--- src/rtl/atb_pkg.sv ---
// Package: constants, layouts and types of the ADC-triggered block transfer controller
// Operation
// - Request plus enable: acquire bus first
// - Intercepted request never reaches CPU interrupt
// - Vector at base plus 400h plus number*4
// - Read control information sequentially from vector
// - Control information sets size, source, destination
// - Block mode moves all four results
// - Reading result register clears end flag; code clears it at the first writeback access instead
// - Advance destination, write control information back
// - Release bus only after writeback completes
// - Final block clears enable; next reaches CPU
// - Count A: size high, position low; B blocks
// - Control registers loaded from RAM, not CPU
package atb_pkg;
  localparam int          ADDR_W          = 32;
  localparam int          DATA_W          = 32;
  localparam logic [31:0] VEC_TABLE_OFS   = 32'h0000_0400;
  localparam logic [31:0] VEC_STRIDE      = 32'h0000_0004;
  localparam logic [7:0]  VEC_NUM_DEFAULT = 8'h40;  // Arbitrary default source number
  // Control information words, in RAM order
  localparam int          CI_WORDS        = 4;
  localparam logic [1:0]  CI_MODE_IDX     = 2'h0;
  localparam logic [1:0]  CI_SRC_IDX      = 2'h1;
  localparam logic [1:0]  CI_DST_IDX      = 2'h2;
  localparam logic [1:0]  CI_CNT_IDX      = 2'h3;
  // Mode word field positions
  localparam int          MODE_MD_LSB     = 30;
  localparam int          MODE_SZ_LSB     = 28;
  localparam logic [1:0]  MD_BLOCK        = 2'h2;
  // Count word: count A in upper half, count B in lower half
  localparam int          CNT_A_LSB       = 16;
  localparam int          CNT_B_LSB       = 0;
  // Register port offsets and reset values
  localparam logic [3:0]  REG_CTRL        = 4'h0;
  localparam logic [3:0]  REG_VBASE       = 4'h4;
  localparam logic [3:0]  REG_STAT        = 4'h8;
  localparam logic [3:0]  REG_MASK        = 4'hc;
  localparam int          CTRL_EN_BIT     = 0;
  localparam int          EV_BLOCK_BIT    = 0;
  localparam int          EV_DONE_BIT     = 1;
  localparam logic [31:0] VBASE_RESET     = 32'h0000_0000;
  localparam logic [1:0]  EV_RESET        = 2'h0;

  typedef struct packed {
    logic              req;
    logic              we;
    logic [ADDR_W-1:0] addr;
    logic [DATA_W-1:0] wdata;
    logic [1:0]        size;
  } atb_bus_req_t;

  typedef struct packed {
    logic              gnt;
    logic              ack;
    logic [DATA_W-1:0] rdata;
  } atb_bus_rsp_t;

  typedef enum logic [6:0] {
    ST_IDLE  = 7'b000_0001,
    ST_ARB   = 7'b000_0010,
    ST_VEC   = 7'b000_0100,
    ST_CI    = 7'b000_1000,
    ST_RD    = 7'b001_0000,
    ST_WR    = 7'b010_0000,
    ST_WB    = 7'b100_0000
  } atb_state_t;
endpackage : atb_pkg

--- src/rtl/atb_ctrl.sv ---
// Transfer controller activated by the converter's conversion-end request
//
// The placing of the registers and the strobed register port were chosen for this implementation.
`timescale 1ns/10ps
module atb_ctrl #(
  parameter logic [7:0] VEC_NUM = atb_pkg::VEC_NUM_DEFAULT
) (
  input  wire logic                    mclk_i,
  input  wire logic                    rst_n_i,
  input  wire logic                    conversion_end_request_i,
  output logic                         conversion_end_flag_clr_o,
  output logic                         cpu_conv_irq_o,
  output atb_pkg::atb_bus_req_t        bus_req_o,
  input  wire atb_pkg::atb_bus_rsp_t   bus_rsp_i,
  input  wire logic [3:0]              reg_addr_i,
  input  wire logic [31:0]             reg_wdata_i,
  input  wire logic                    reg_wr_i,
  input  wire logic                    reg_rd_i,
  output logic [31:0]                  reg_rdata_o,
  output logic                         irq_o
);
  import atb_pkg::*;

  atb_state_t        state;
  logic              source_transfer_enable;
  logic [31:0]       vector_base;
  logic [1:0]        ev_stat;
  logic [1:0]        ev_mask;
  // Working copies of the control information, never visible to software
  logic [31:0]       mode_word;
  logic [31:0]       src_addr;
  logic [31:0]       dst_addr;
  logic [7:0]        block_size_byte;
  logic [7:0]        block_position_counter;
  logic [15:0]       block_count;
  logic [31:0]       ci_ptr;
  logic [1:0]        ci_idx;
  logic [31:0]       data_hold;
  logic              ev_block;
  logic              ev_done;
  logic [31:0]       unit_bytes;
  logic [31:0]       vec_addr;
  logic              is_final;
  logic [15:0]       next_count_b;

  // Unit byte size from the loaded mode word
  always_comb begin
    case (mode_word[MODE_SZ_LSB +: 2])
      2'h0:    unit_bytes = 32'h0000_0001;
      2'h1:    unit_bytes = 32'h0000_0002;
      default: unit_bytes = 32'h0000_0004;
    endcase
  end

  assign vec_addr     = vector_base + VEC_TABLE_OFS + ({24'h00_0000, VEC_NUM} * VEC_STRIDE);
  // Last block of the job; the count was already stepped when writeback runs
  assign is_final     = (block_count == 16'h0000);
  assign next_count_b = block_count - 16'h0001;

  // Sequencer; each bus step waits for ack, so RAM latency is free
  always_ff @(posedge mclk_i or negedge rst_n_i) begin
    if (!rst_n_i) begin
      state <= ST_IDLE;
    end else begin
      case (state)
        ST_IDLE: begin
          if (conversion_end_request_i && source_transfer_enable) begin
            state <= ST_ARB;
          end
        end
        ST_ARB: begin
          if (bus_rsp_i.gnt) begin
            state <= ST_VEC;
          end
        end
        ST_VEC: begin
          if (bus_rsp_i.ack) begin
            state <= ST_CI;
          end
        end
        ST_CI: begin
          if (bus_rsp_i.ack && ci_idx == 2'(CI_WORDS - 1)) begin
            state <= ST_RD;
          end
        end
        ST_RD: begin
          if (bus_rsp_i.ack) begin
            state <= ST_WR;
          end
        end
        ST_WR: begin
          if (bus_rsp_i.ack) begin
            if (block_position_counter == 8'h01 || block_position_counter == 8'h00) begin
              state <= ST_WB;
            end else begin
              state <= ST_RD;
            end
          end
        end
        ST_WB: begin
          if (bus_rsp_i.ack && ci_idx == 2'(CI_WORDS - 1)) begin
            state <= ST_IDLE;
          end
        end
        default: state <= ST_IDLE;
      endcase
    end
  end

  // Control information pointer and word index
  always_ff @(posedge mclk_i or negedge rst_n_i) begin
    if (!rst_n_i) begin
      ci_ptr <= 32'h0000_0000;
      ci_idx <= 2'h0;
    end else if (state == ST_VEC && bus_rsp_i.ack) begin
      ci_ptr <= bus_rsp_i.rdata;
      ci_idx <= 2'h0;
    end else if ((state == ST_CI || state == ST_WB) && bus_rsp_i.ack) begin
      ci_idx <= ci_idx + 2'h1;
    end
  end

  // Load, step and update of the working registers
  always_ff @(posedge mclk_i or negedge rst_n_i) begin
    if (!rst_n_i) begin
      mode_word              <= 32'h0000_0000;
      src_addr               <= 32'h0000_0000;
      dst_addr               <= 32'h0000_0000;
      block_size_byte        <= 8'h00;
      block_position_counter <= 8'h00;
      block_count            <= 16'h0000;
      data_hold              <= 32'h0000_0000;
    end else if (state == ST_CI && bus_rsp_i.ack) begin
      case (ci_idx)
        CI_MODE_IDX: mode_word <= bus_rsp_i.rdata;
        CI_SRC_IDX:  src_addr  <= bus_rsp_i.rdata;
        CI_DST_IDX:  dst_addr  <= bus_rsp_i.rdata;
        default: begin
          block_size_byte        <= bus_rsp_i.rdata[CNT_A_LSB+8 +: 8];
          block_position_counter <= bus_rsp_i.rdata[CNT_A_LSB +: 8];
          block_count            <= bus_rsp_i.rdata[CNT_B_LSB +: 16];
        end
      endcase
    end else if (state == ST_RD && bus_rsp_i.ack) begin
      data_hold <= bus_rsp_i.rdata;
      src_addr  <= src_addr + unit_bytes;
    end else if (state == ST_WR && bus_rsp_i.ack) begin
      dst_addr <= dst_addr + unit_bytes;
      if (block_position_counter == 8'h01 || block_position_counter == 8'h00) begin
        // Block done: reload position, rewind source to the first result
        block_position_counter <= block_size_byte;
        src_addr    <= src_addr - unit_bytes * {24'h00_0000, block_size_byte};
        block_count <= next_count_b;
      end else begin
        block_position_counter <= block_position_counter - 8'h01;
      end
    end
  end

  // Bus master outputs; address chosen by step
  always_comb begin
    bus_req_o       = '0;
    bus_req_o.size  = 2'h2;
    case (state)
      ST_ARB: begin
        bus_req_o.req = 1'b1;
      end
      ST_VEC: begin
        bus_req_o.req  = 1'b1;
        bus_req_o.addr = vec_addr;
      end
      ST_CI: begin
        bus_req_o.req  = 1'b1;
        bus_req_o.addr = ci_ptr + {28'h000_0000, ci_idx, 2'h0};
      end
      ST_RD: begin
        bus_req_o.req  = 1'b1;
        bus_req_o.addr = src_addr;
        bus_req_o.size = mode_word[MODE_SZ_LSB +: 2];
      end
      ST_WR: begin
        bus_req_o.req   = 1'b1;
        bus_req_o.we    = 1'b1;
        bus_req_o.addr  = dst_addr;
        bus_req_o.wdata = data_hold;
        bus_req_o.size  = mode_word[MODE_SZ_LSB +: 2];
      end
      ST_WB: begin
        bus_req_o.req  = 1'b1;
        bus_req_o.we   = 1'b1;
        bus_req_o.addr = ci_ptr + {28'h000_0000, ci_idx, 2'h0};
        case (ci_idx)
          CI_MODE_IDX: bus_req_o.wdata = mode_word;
          CI_SRC_IDX:  bus_req_o.wdata = src_addr;
          CI_DST_IDX:  bus_req_o.wdata = dst_addr;
          default:     bus_req_o.wdata = {block_size_byte, block_position_counter, block_count};
        endcase
      end
      default: bus_req_o.req = 1'b0;
    endcase
  end

  // Clear end flag once the block's results have been read
  assign conversion_end_flag_clr_o = (state == ST_WB) && (ci_idx == 2'h0) && bus_rsp_i.ack;

  // Request passes to the CPU only when not intercepted
  assign cpu_conv_irq_o = conversion_end_request_i && !source_transfer_enable
                          && (state == ST_IDLE);

  assign ev_block = (state == ST_WB) && bus_rsp_i.ack && (ci_idx == 2'(CI_WORDS - 1));
  assign ev_done  = ev_block && is_final;

  // Enable bit: software sets it, the final block clears it
  always_ff @(posedge mclk_i or negedge rst_n_i) begin
    if (!rst_n_i) begin
      source_transfer_enable <= 1'b0;
    end else if (ev_done) begin
      source_transfer_enable <= 1'b0;
    end else if (reg_wr_i && reg_addr_i == REG_CTRL) begin
      source_transfer_enable <= reg_wdata_i[CTRL_EN_BIT];
    end
  end

  // Vector base and mask registers
  always_ff @(posedge mclk_i or negedge rst_n_i) begin
    if (!rst_n_i) begin
      vector_base <= VBASE_RESET;
      ev_mask     <= EV_RESET;
    end else if (reg_wr_i) begin
      if (reg_addr_i == REG_VBASE) begin
        vector_base <= reg_wdata_i;
      end
      if (reg_addr_i == REG_MASK) begin
        ev_mask <= reg_wdata_i[1:0];
      end
    end
  end

  // Sticky events; a set in the clearing cycle wins
  always_ff @(posedge mclk_i or negedge rst_n_i) begin
    if (!rst_n_i) begin
      ev_stat <= EV_RESET;
    end else begin
      ev_stat <= (ev_stat & ~((reg_wr_i && reg_addr_i == REG_STAT) ? reg_wdata_i[1:0] : 2'h0))
                 | {ev_done, ev_block};
    end
  end

  assign irq_o = |(ev_stat & ev_mask);

  // Read data one cycle after the strobe, zero otherwise
  always_ff @(posedge mclk_i or negedge rst_n_i) begin
    if (!rst_n_i) begin
      reg_rdata_o <= 32'h0000_0000;
    end else if (reg_rd_i) begin
      case (reg_addr_i)
        REG_CTRL:  reg_rdata_o <= {31'h0, source_transfer_enable};
        REG_VBASE: reg_rdata_o <= vector_base;
        REG_STAT:  reg_rdata_o <= {30'h0, ev_stat};
        REG_MASK:  reg_rdata_o <= {30'h0, ev_mask};
        default:   reg_rdata_o <= 32'h0000_0000;
      endcase
    end else begin
      reg_rdata_o <= 32'h0000_0000;
    end
  end

  a_no_cpu_irq_busy: assert property (@(posedge mclk_i) disable iff (!rst_n_i)
    (state != ST_IDLE) |-> !cpu_conv_irq_o) else $error("CPU irq while busy");
  a_req_before_xfer: assert property (@(posedge mclk_i) disable iff (!rst_n_i)
    (state == ST_IDLE && conversion_end_request_i && source_transfer_enable)
    |=> state == ST_ARB) else $error("activation not taken");
  a_vec_address: assert property (@(posedge mclk_i) disable iff (!rst_n_i)
    (state == ST_VEC) |-> bus_req_o.addr == vector_base + 32'h400 + {22'h0, VEC_NUM, 2'h0})
    else $error("bad vector address");
  a_bus_held_wb: assert property (@(posedge mclk_i) disable iff (!rst_n_i)
    (state == ST_WB && !bus_rsp_i.ack) |=> state == ST_WB && bus_req_o.req)
    else $error("bus dropped before writeback");
  a_enable_clears: assert property (@(posedge mclk_i) disable iff (!rst_n_i)
    ev_done |=> !source_transfer_enable) else $error("enable not cleared");
  a_flag_clear_wb: assert property (@(posedge mclk_i) disable iff (!rst_n_i)
    conversion_end_flag_clr_o |-> $past(state) inside {ST_WR, ST_WB})
    else $error("flag cleared outside transfer");
  a_dst_advance: assert property (@(posedge mclk_i) disable iff (!rst_n_i)
    (state == ST_WR && bus_rsp_i.ack) |=> dst_addr == $past(dst_addr) + $past(unit_bytes))
    else $error("destination not advanced");
  a_ignore_disabled: assert property (@(posedge mclk_i) disable iff (!rst_n_i)
    (state == ST_IDLE && !source_transfer_enable) |=> state == ST_IDLE)
    else $error("started while disabled");
endmodule : atb_ctrl

--- config.mk ---
export PLATFORM = sky130hd
export DESIGN_NAME = atb_ctrl
export DESIGN_NICKNAME = d
export VERILOG_FILES = /design/src/rtl/atb_pkg.sv /design/src/rtl/atb_ctrl.sv
export SDC_FILE = /design/constraint.sdc
export NUM_CORES = 1
export LEC_CHECK = 0
export BUFFER_PORTS_ARGS = -buffer_cell sky130_fd_sc_hd__buf_2
export CAP_MARGIN = 10
export CORE_MARGIN = 4
export CORE_UTILIZATION = 45
export DETAILED_ROUTE_END_ITERATION = 6
export GPL_ROUTABILITY_DRIVEN = 0
export HOLD_SLACK_MARGIN = 0.12
export PLACE_DENSITY_LB_ADDON = 0.1
export SLEW_MARGIN = 5
export SYNTH_ARGS = -nofsm -noshare
export SYNTH_HDL_FRONTEND = slang
export SYNTH_SLANG_ARGS = --single-unit
--- constraint.sdc ---
create_clock -name mclk_i -period 3.77 [get_ports mclk_i]
set_input_delay 0.754 -clock mclk_i [delete_from_list [all_inputs] [get_ports mclk_i]]
set_output_delay 0.754 -clock mclk_i [all_outputs]
set_load 0.005 [all_outputs]
==> results.cfg, run 1 <==
[outcome]
status = finished with violations
failed_checks = DRC

[setup_path]
required_ps = 4280
cp_data_arrival_time_ps = 4270
crit_path_end_kind = flip-flop
cp-start-kind = flip-flop
critPathKind = reg2reg
crit_path_max_fanout = 6

[clocking]
clockBufferDepth = 3
cts_tree = built
htree_num_levels = 1
clock_latency_ps = 580
clock-sinks = 270
numCtsBuffers = 31
cts-root-buf = clkbuf_16
postCtsHoldBufs = 0
cts.clk_slew.worst_paths_ps = 70

[sta]
final-setup-viol-count = 0
worstMarginPinSlew_ps = 981
maxSlewViolCount = 0
finalHoldViolations = 0
finalWorstSetupSlack_ps = 1.72
timing.fmax_ghz = 0.265
fin_worst_skew_ps = 25.0
final_min_period_over_clock_period = 1.00
rsz0062_at_grt = true
timing.final.crit_period_ps = 3770
timing.slew.headroom = 0.342

[logic_synthesis]
synth.net_count = 1984
synthesis.area_sq_um = 16700
seq_area_frac_synth = 0.405
ys_warn_count = 0
synth_edf_count = 0
avgSynthCellArea_sq_um = 8.96
synth_ff_type = dfrtp_1
synth_cell_types = 76
synthCells = 1861
async_flop_share = 1.00
ys_ff_latch = 270

[layout]
num_antenna_cells = 0
final_nets = 2179
postLayoutCoreUtil = 0.546
syn_to_final_growth_pct = 19.8
drive_gt1_frac = 0.250
layout.cells.non_filler = 2546
final_cell_mix = nand2_1 (266), dfrtp_1 (266), buf_2 (176), o21ai_0 (143), a21oi_1 (114)

[placed_design]
hpwlAfterDp_mm = 44.0
dp_slack_ps = -152
dp.cells = 2478
port_buffers = 177

[die]
rows = 70
start_util = 0.456
num_io_pins = 178
core_sq_um = 36600
die_x_um = 201
die_area_sq_um = 40200
die_h_um = 201

[pwr]
p_leak_nw = 9.01
ir_worst_vdd_uv = 440
powerDensity_nw_per_um2 = 572
total_power_mw = 11.4

[flow_run]
maxCapViolations = 0

[global_route]
grt_max_degree = 91
grtUsageTotal = 0.295
antenna_found_initial = 1
grt-ovfl-total = 0
grt_pass1_vias = 15400
grt_pass1_wl_mm = 93.9

[route]
via_count = 15800
avgRoutedWirePerCell_um = 24.2
wirelength_mm = 61.7
dr.pass1.iters = 7
drc = 4
routed_via_density = 6.22
drtAntennaViolNets = 0
drt_iter0_markers = 1679

[hold_path]
hold_path.class = in2async
## flip-flops by register name (all words and copies together) (netlist names)
register and count:
block_size_byte 8, source_transfer_enable 1, src_addr 32, reg_rdata_o 32, ev_stat 2, ev_mask 2, state 7, vector_base 32
mode_word 32, ci_ptr 32, block_position_counter 8, block_count 16, dst_addr 32, data_hold 32, ci_idx 2
## through the flow
stage                     area, sq um  hold slack [ps]  setup TNS (ps)
after floorplan                 16700              446               0
after global placement          18600              459            -195
after detailed placement        18600              463           -1170
after CTS                       19700              248               0
after global routing            20000              249           -1670
final                           20000              193               0
## cell type report
type / instances / area (sq um)
Multi-Input combinational cell: 1410 / 9560
Sequential cell: 270 / 6760
Clock buffer: 42 / 857
Tap cell: 468 / 586
Inverter: 54 / 203
Timing Repair Buffer: 289 / 1840
Clock inverter: 13 / 175
Fill cell: 3425 / 16600
## report_power, final
group	internal (mW)	switching (mW)
clock	1.86	1.27
sequential	3.53	0.640
combinational	1.84	2.29
## timing repair
| item | in CTS | in global routing |
|---|---|---|
| resized for setup | 23 | 50 |
| setup endpoints to repair | 39 | 35 |
| pin swaps | 5 | 27 |
| buffers inserted | 4 | 9 |
| cloned | 0 | 0 |
## cell families (layout without fill, tap and decap cells)
logic type,count (synthesis),in the layout,share of synthesized area
and+or+nand+nor,664,664,0.190
AOI/OAI and AO/OA,515,515,0.205
DFF,270,270,0.405
buffers and inverters,181,398,0.0429
muxes,114,114,0.0771
xor gates and xnor gates,69,69,0.0362
adders and majority gates,48,48,0.0436
## Yosys cell counts, types with 10 or more instances
library cell,n,area share
nor3_1,40,0.012
and2_1,46,0.017
a22oi_1,19,0.0085
a21o_1,11,0.0049
ha_1,31,0.023
xnor2_1,39,0.020
and3_1,34,0.013
nand2_1,269,0.061
mux2_2,106,0.072
nor2_1,121,0.027
o21ai_0,154,0.046
or3_1,12,0.0045
nor4_1,13,0.0049
and4_1,12,0.0063
xor2_1,30,0.016
a22o_1,38,0.020
buf_2,23,0.0069
a21oi_1,118,0.035
inv_1,54,0.012
o22ai_1,19,0.0071
nand4_1,15,0.0056
clkbuf_1,89,0.020
nand3_1,58,0.017
buf_1,14,0.0031
a222oi_1,52,0.031
fa_1,17,0.020
dfrtp_1,269,0.40
o211ai_1,10,0.0045
## worst paths after layout
path                                 start                        end  slack [ps]  depth (start not counted)
min in group mclk_i        reg_wdata_i[17]            vector_base[17]         400                          2
setup / recovery             mode_word[29]               src_addr[26]           2                         15
setup reg to reg             mode_word[29]               src_addr[26]           2                         15
max in group asynchronous          rst_n_i            reg_rdata_o[29]        2640                          2
hold / removal                     rst_n_i  block_position_counter[3]         190                          1
hold reg to reg              data_hold[11]              data_hold[11]         480                          2
## per-layer routing
| layer | global-route usage | part of all wire |
|---|---|---|
| met3 | 0.0572 | 0.074 |
| met5 | 0 | 0.00016 |
| met2 | 0.471 | 0.45 |
| met1 | 0.394 | 0.42 |
| met4 | 0.123 | 0.054 |
## critical path: stages (launching register included)
cell and delay [ps]:
dfrtp_2 470, nor2_4 220, nand2_1 120, fa_1 540, inv_1 60, fa_1 510, inv_1 70, ha_4 250
o21a_1 190, o21a_1 220, a21oi_2 190, o22ai_2 120, buf_4 180, nand2b_2 220, o21a_1 210, nor3_2 150
No activity file was read; power rests on OpenSTA's default activity.
==> run 2, diff against run 1 <==
--- a/config.mk
+++ b/config.mk
@@ -7,10 +7,12 @@
 export LEC_CHECK = 0
 export BUFFER_PORTS_ARGS = -buffer_cell sky130_fd_sc_hd__buf_2
 export CAP_MARGIN = 10
+export CORE_ASPECT_RATIO = 1.1
 export CORE_MARGIN = 4
-export CORE_UTILIZATION = 45
+export CORE_UTILIZATION = 40
 export DETAILED_ROUTE_END_ITERATION = 6
 export GPL_ROUTABILITY_DRIVEN = 0
+export GPL_TIMING_DRIVEN = 0
 export HOLD_SLACK_MARGIN = 0.12
 export PLACE_DENSITY_LB_ADDON = 0.1
 export SLEW_MARGIN = 5
==> run 2 against run 1 <==
The flow finishes with violations (DRC, setup timing); clock power up 9.9%; via count up 5.7%; worst hold slack worse by 74 ps; critical endpoint is now src_addr[17]; highest routed layer is now met4.
==> results.cfg, run 2 (synthesis gave the netlist of run 1 again) <==
[route]
wirelength_mm = 73.2
avgRoutedWirePerCell_um = 27.2
drt_iter0_markers = 2218
dr.pass1.iters = 7
drtAntennaViolNets = 0
drc = 9
routed_via_density = 6.22
via_count = 16700

[clocking]
clock-sinks = 270
clock_latency_ps = 570
postCtsHoldBufs = 0
cts-root-buf = clkbuf_16
htree_num_levels = 2
clockBufferDepth = 3
cts.clk_slew.worst_paths_ps = 60
cts_tree = built
numCtsBuffers = 34

[layout]
final_cell_mix = dfrtp_1 (265), nand2_1 (263), buf_2 (197), o21ai_0 (142), a21oi_1 (113)
fin_area_sq_um = 20300
regArea_sq_um = 6760
postLayoutCoreUtil = 0.492
final_nets = 2225
layout_commonest_cell = dfrtp_1
multi_input_area_sq_um = 9710
syn_to_final_growth_pct = 21.7
drive_gt1_frac = 0.238
layout.cells.non_filler = 2688
fill_cells = 4039

[setup_path]
cp_data_arrival_time_ps = 4290
cp-start-kind = flip-flop
crit_path_end_kind = flip-flop
crit_path_max_fanout = 7
critPathKind = reg2reg
required_ps = 4190
r2r_setup_slack_ps = -90

[sta]
finalWorstSetupSlack_ps = -93.6
rsz0062_at_grt = true
finalSetupTns_ps = -391
final_min_period_over_clock_period = 1.02
worstMarginPinSlew_ps = 1230
timing.slew.headroom = 0.178
timing.final.crit_period_ps = 3860
final-setup-viol-count = 13
whs_ps = 119
maxSlewViolCount = 0
timing.fmax_ghz = 0.259
fin_worst_skew_ps = 28.4
finalHoldViolations = 0

[placed_design]
port_buffers = 175
hpwlAfterDp_mm = 53.8
place_area_sq_um = 18300
dp.cells = 2598

[outcome]
status = finished with violations
failed_checks = DRC, setup timing

[pwr]
powerDensity_nw_per_um2 = 590
p_leak_nw = 9.04
ir_worst_vdd_uv = 397

[global_route]
grt_pass1_vias = 16100
grt-ovfl-total = 0
grt_max_degree = 111
grtUsageTotal = 0.312
grt_pass1_wl_mm = 106
antenna_found_initial = 1

[die]
die_x_um = 203
die_h_um = 222
start_util = 0.404
rows = 78
num_io_pins = 178
core_sq_um = 41300
die_area_sq_um = 45000

[hold_path]
hold_path.class = in2async

[flow_run]
maxCapViolations = 0
-- run 2: cell types whose count changed in the layout (fill, tap and decap cells not counted), sizes merged --
| cell | delta |
|---|---|
| clkinv | -3 |
| buf | -40 |
| diode | +2 |
| clkbuf | +88 |
| inv | +2 |
| clkinvlp | +1 |
-- run 2: routing by layer --
| metal | vias to the layer above | share of wire | track usage | routed length, um |
|---|---|---|---|---|
| li1 | 7277 | - | - | - |
| met2 | 960 | 0.44 | 0.478 | 32200 |
| met3 | 256 | 0.092 | 0.0639 | 6760 |
| met5 | - | 0 | 0 | 0 |
| met1 | 8234 | 0.39 | 0.405 | 28700 |
| met4 | 0 | 0.076 | 0.193 | 5540 |
-- run 2: timing repair --
item                       CTS  global route
setup endpoints to repair   93            73
resized for setup           88            71
setup buffers               23            10
pin swaps                   25            31
-- run 2: final timing paths --
kind                                 from             end  depth (start not counted)
setup / recovery            mode_word[29]    src_addr[17]                         17
hold / removal                    rst_n_i   data_hold[22]                          1
setup reg to reg            mode_word[29]    src_addr[17]                         17
hold reg to reg              data_hold[7]    data_hold[7]                          2
max in group asynchronous         rst_n_i       ci_idx[0]                          2
min in group mclk_i        reg_wdata_i[7]  vector_base[7]                          2
-- run 2: metrics by stage --
step,setup WS (ps),power (mW)
3_5_place_dp,-939,7.79
5_1_grt,-170,12.5
3_3_place_gp,-3430,7.71
2_1_floorplan,11.1,6.39
4_1_cts,-39.7,11.6
6_report,-93.6,12.0
-- run 2: worst max-delay path, stage by stage (launching register included) --
cell and delay (ps):
dfrtp_2 450, buf_6 140, nor2_4 200, nand2_2 90, fa_1 520, inv_1 60
fa_1 520, inv_2 50, ha_4 300, nand2_1 100, nor2_4 140, o41ai_4 70
buf_4 170, a21oi_4 300, buf_6 150, nor2_4 40, a2111oi_4 350, nor3_1 90
-- run 2: area by class of cell --
cell class / instances / share of cell area
diodes: 2 / 0.000246
plain buffers: 122 / 0.0270
clock buffers: 47 / 0.0472
clock inverters: 13 / 0.00930
inverters: 54 / 0.00998
multi-input cells: 1410 / 0.478
flip-flops and latches: 270 / 0.333
well taps: 560 / 0.0345
repair buffers: 210 / 0.0609
-- run 2: report_power, final --
part	internal (mW)	total, mW	switching (mW)	leakage [nW]
clock	2.06	3.44	1.37	0.559
sequential	3.53	4.22	0.690	3.54
combinational	1.83	4.33	2.50	4.95
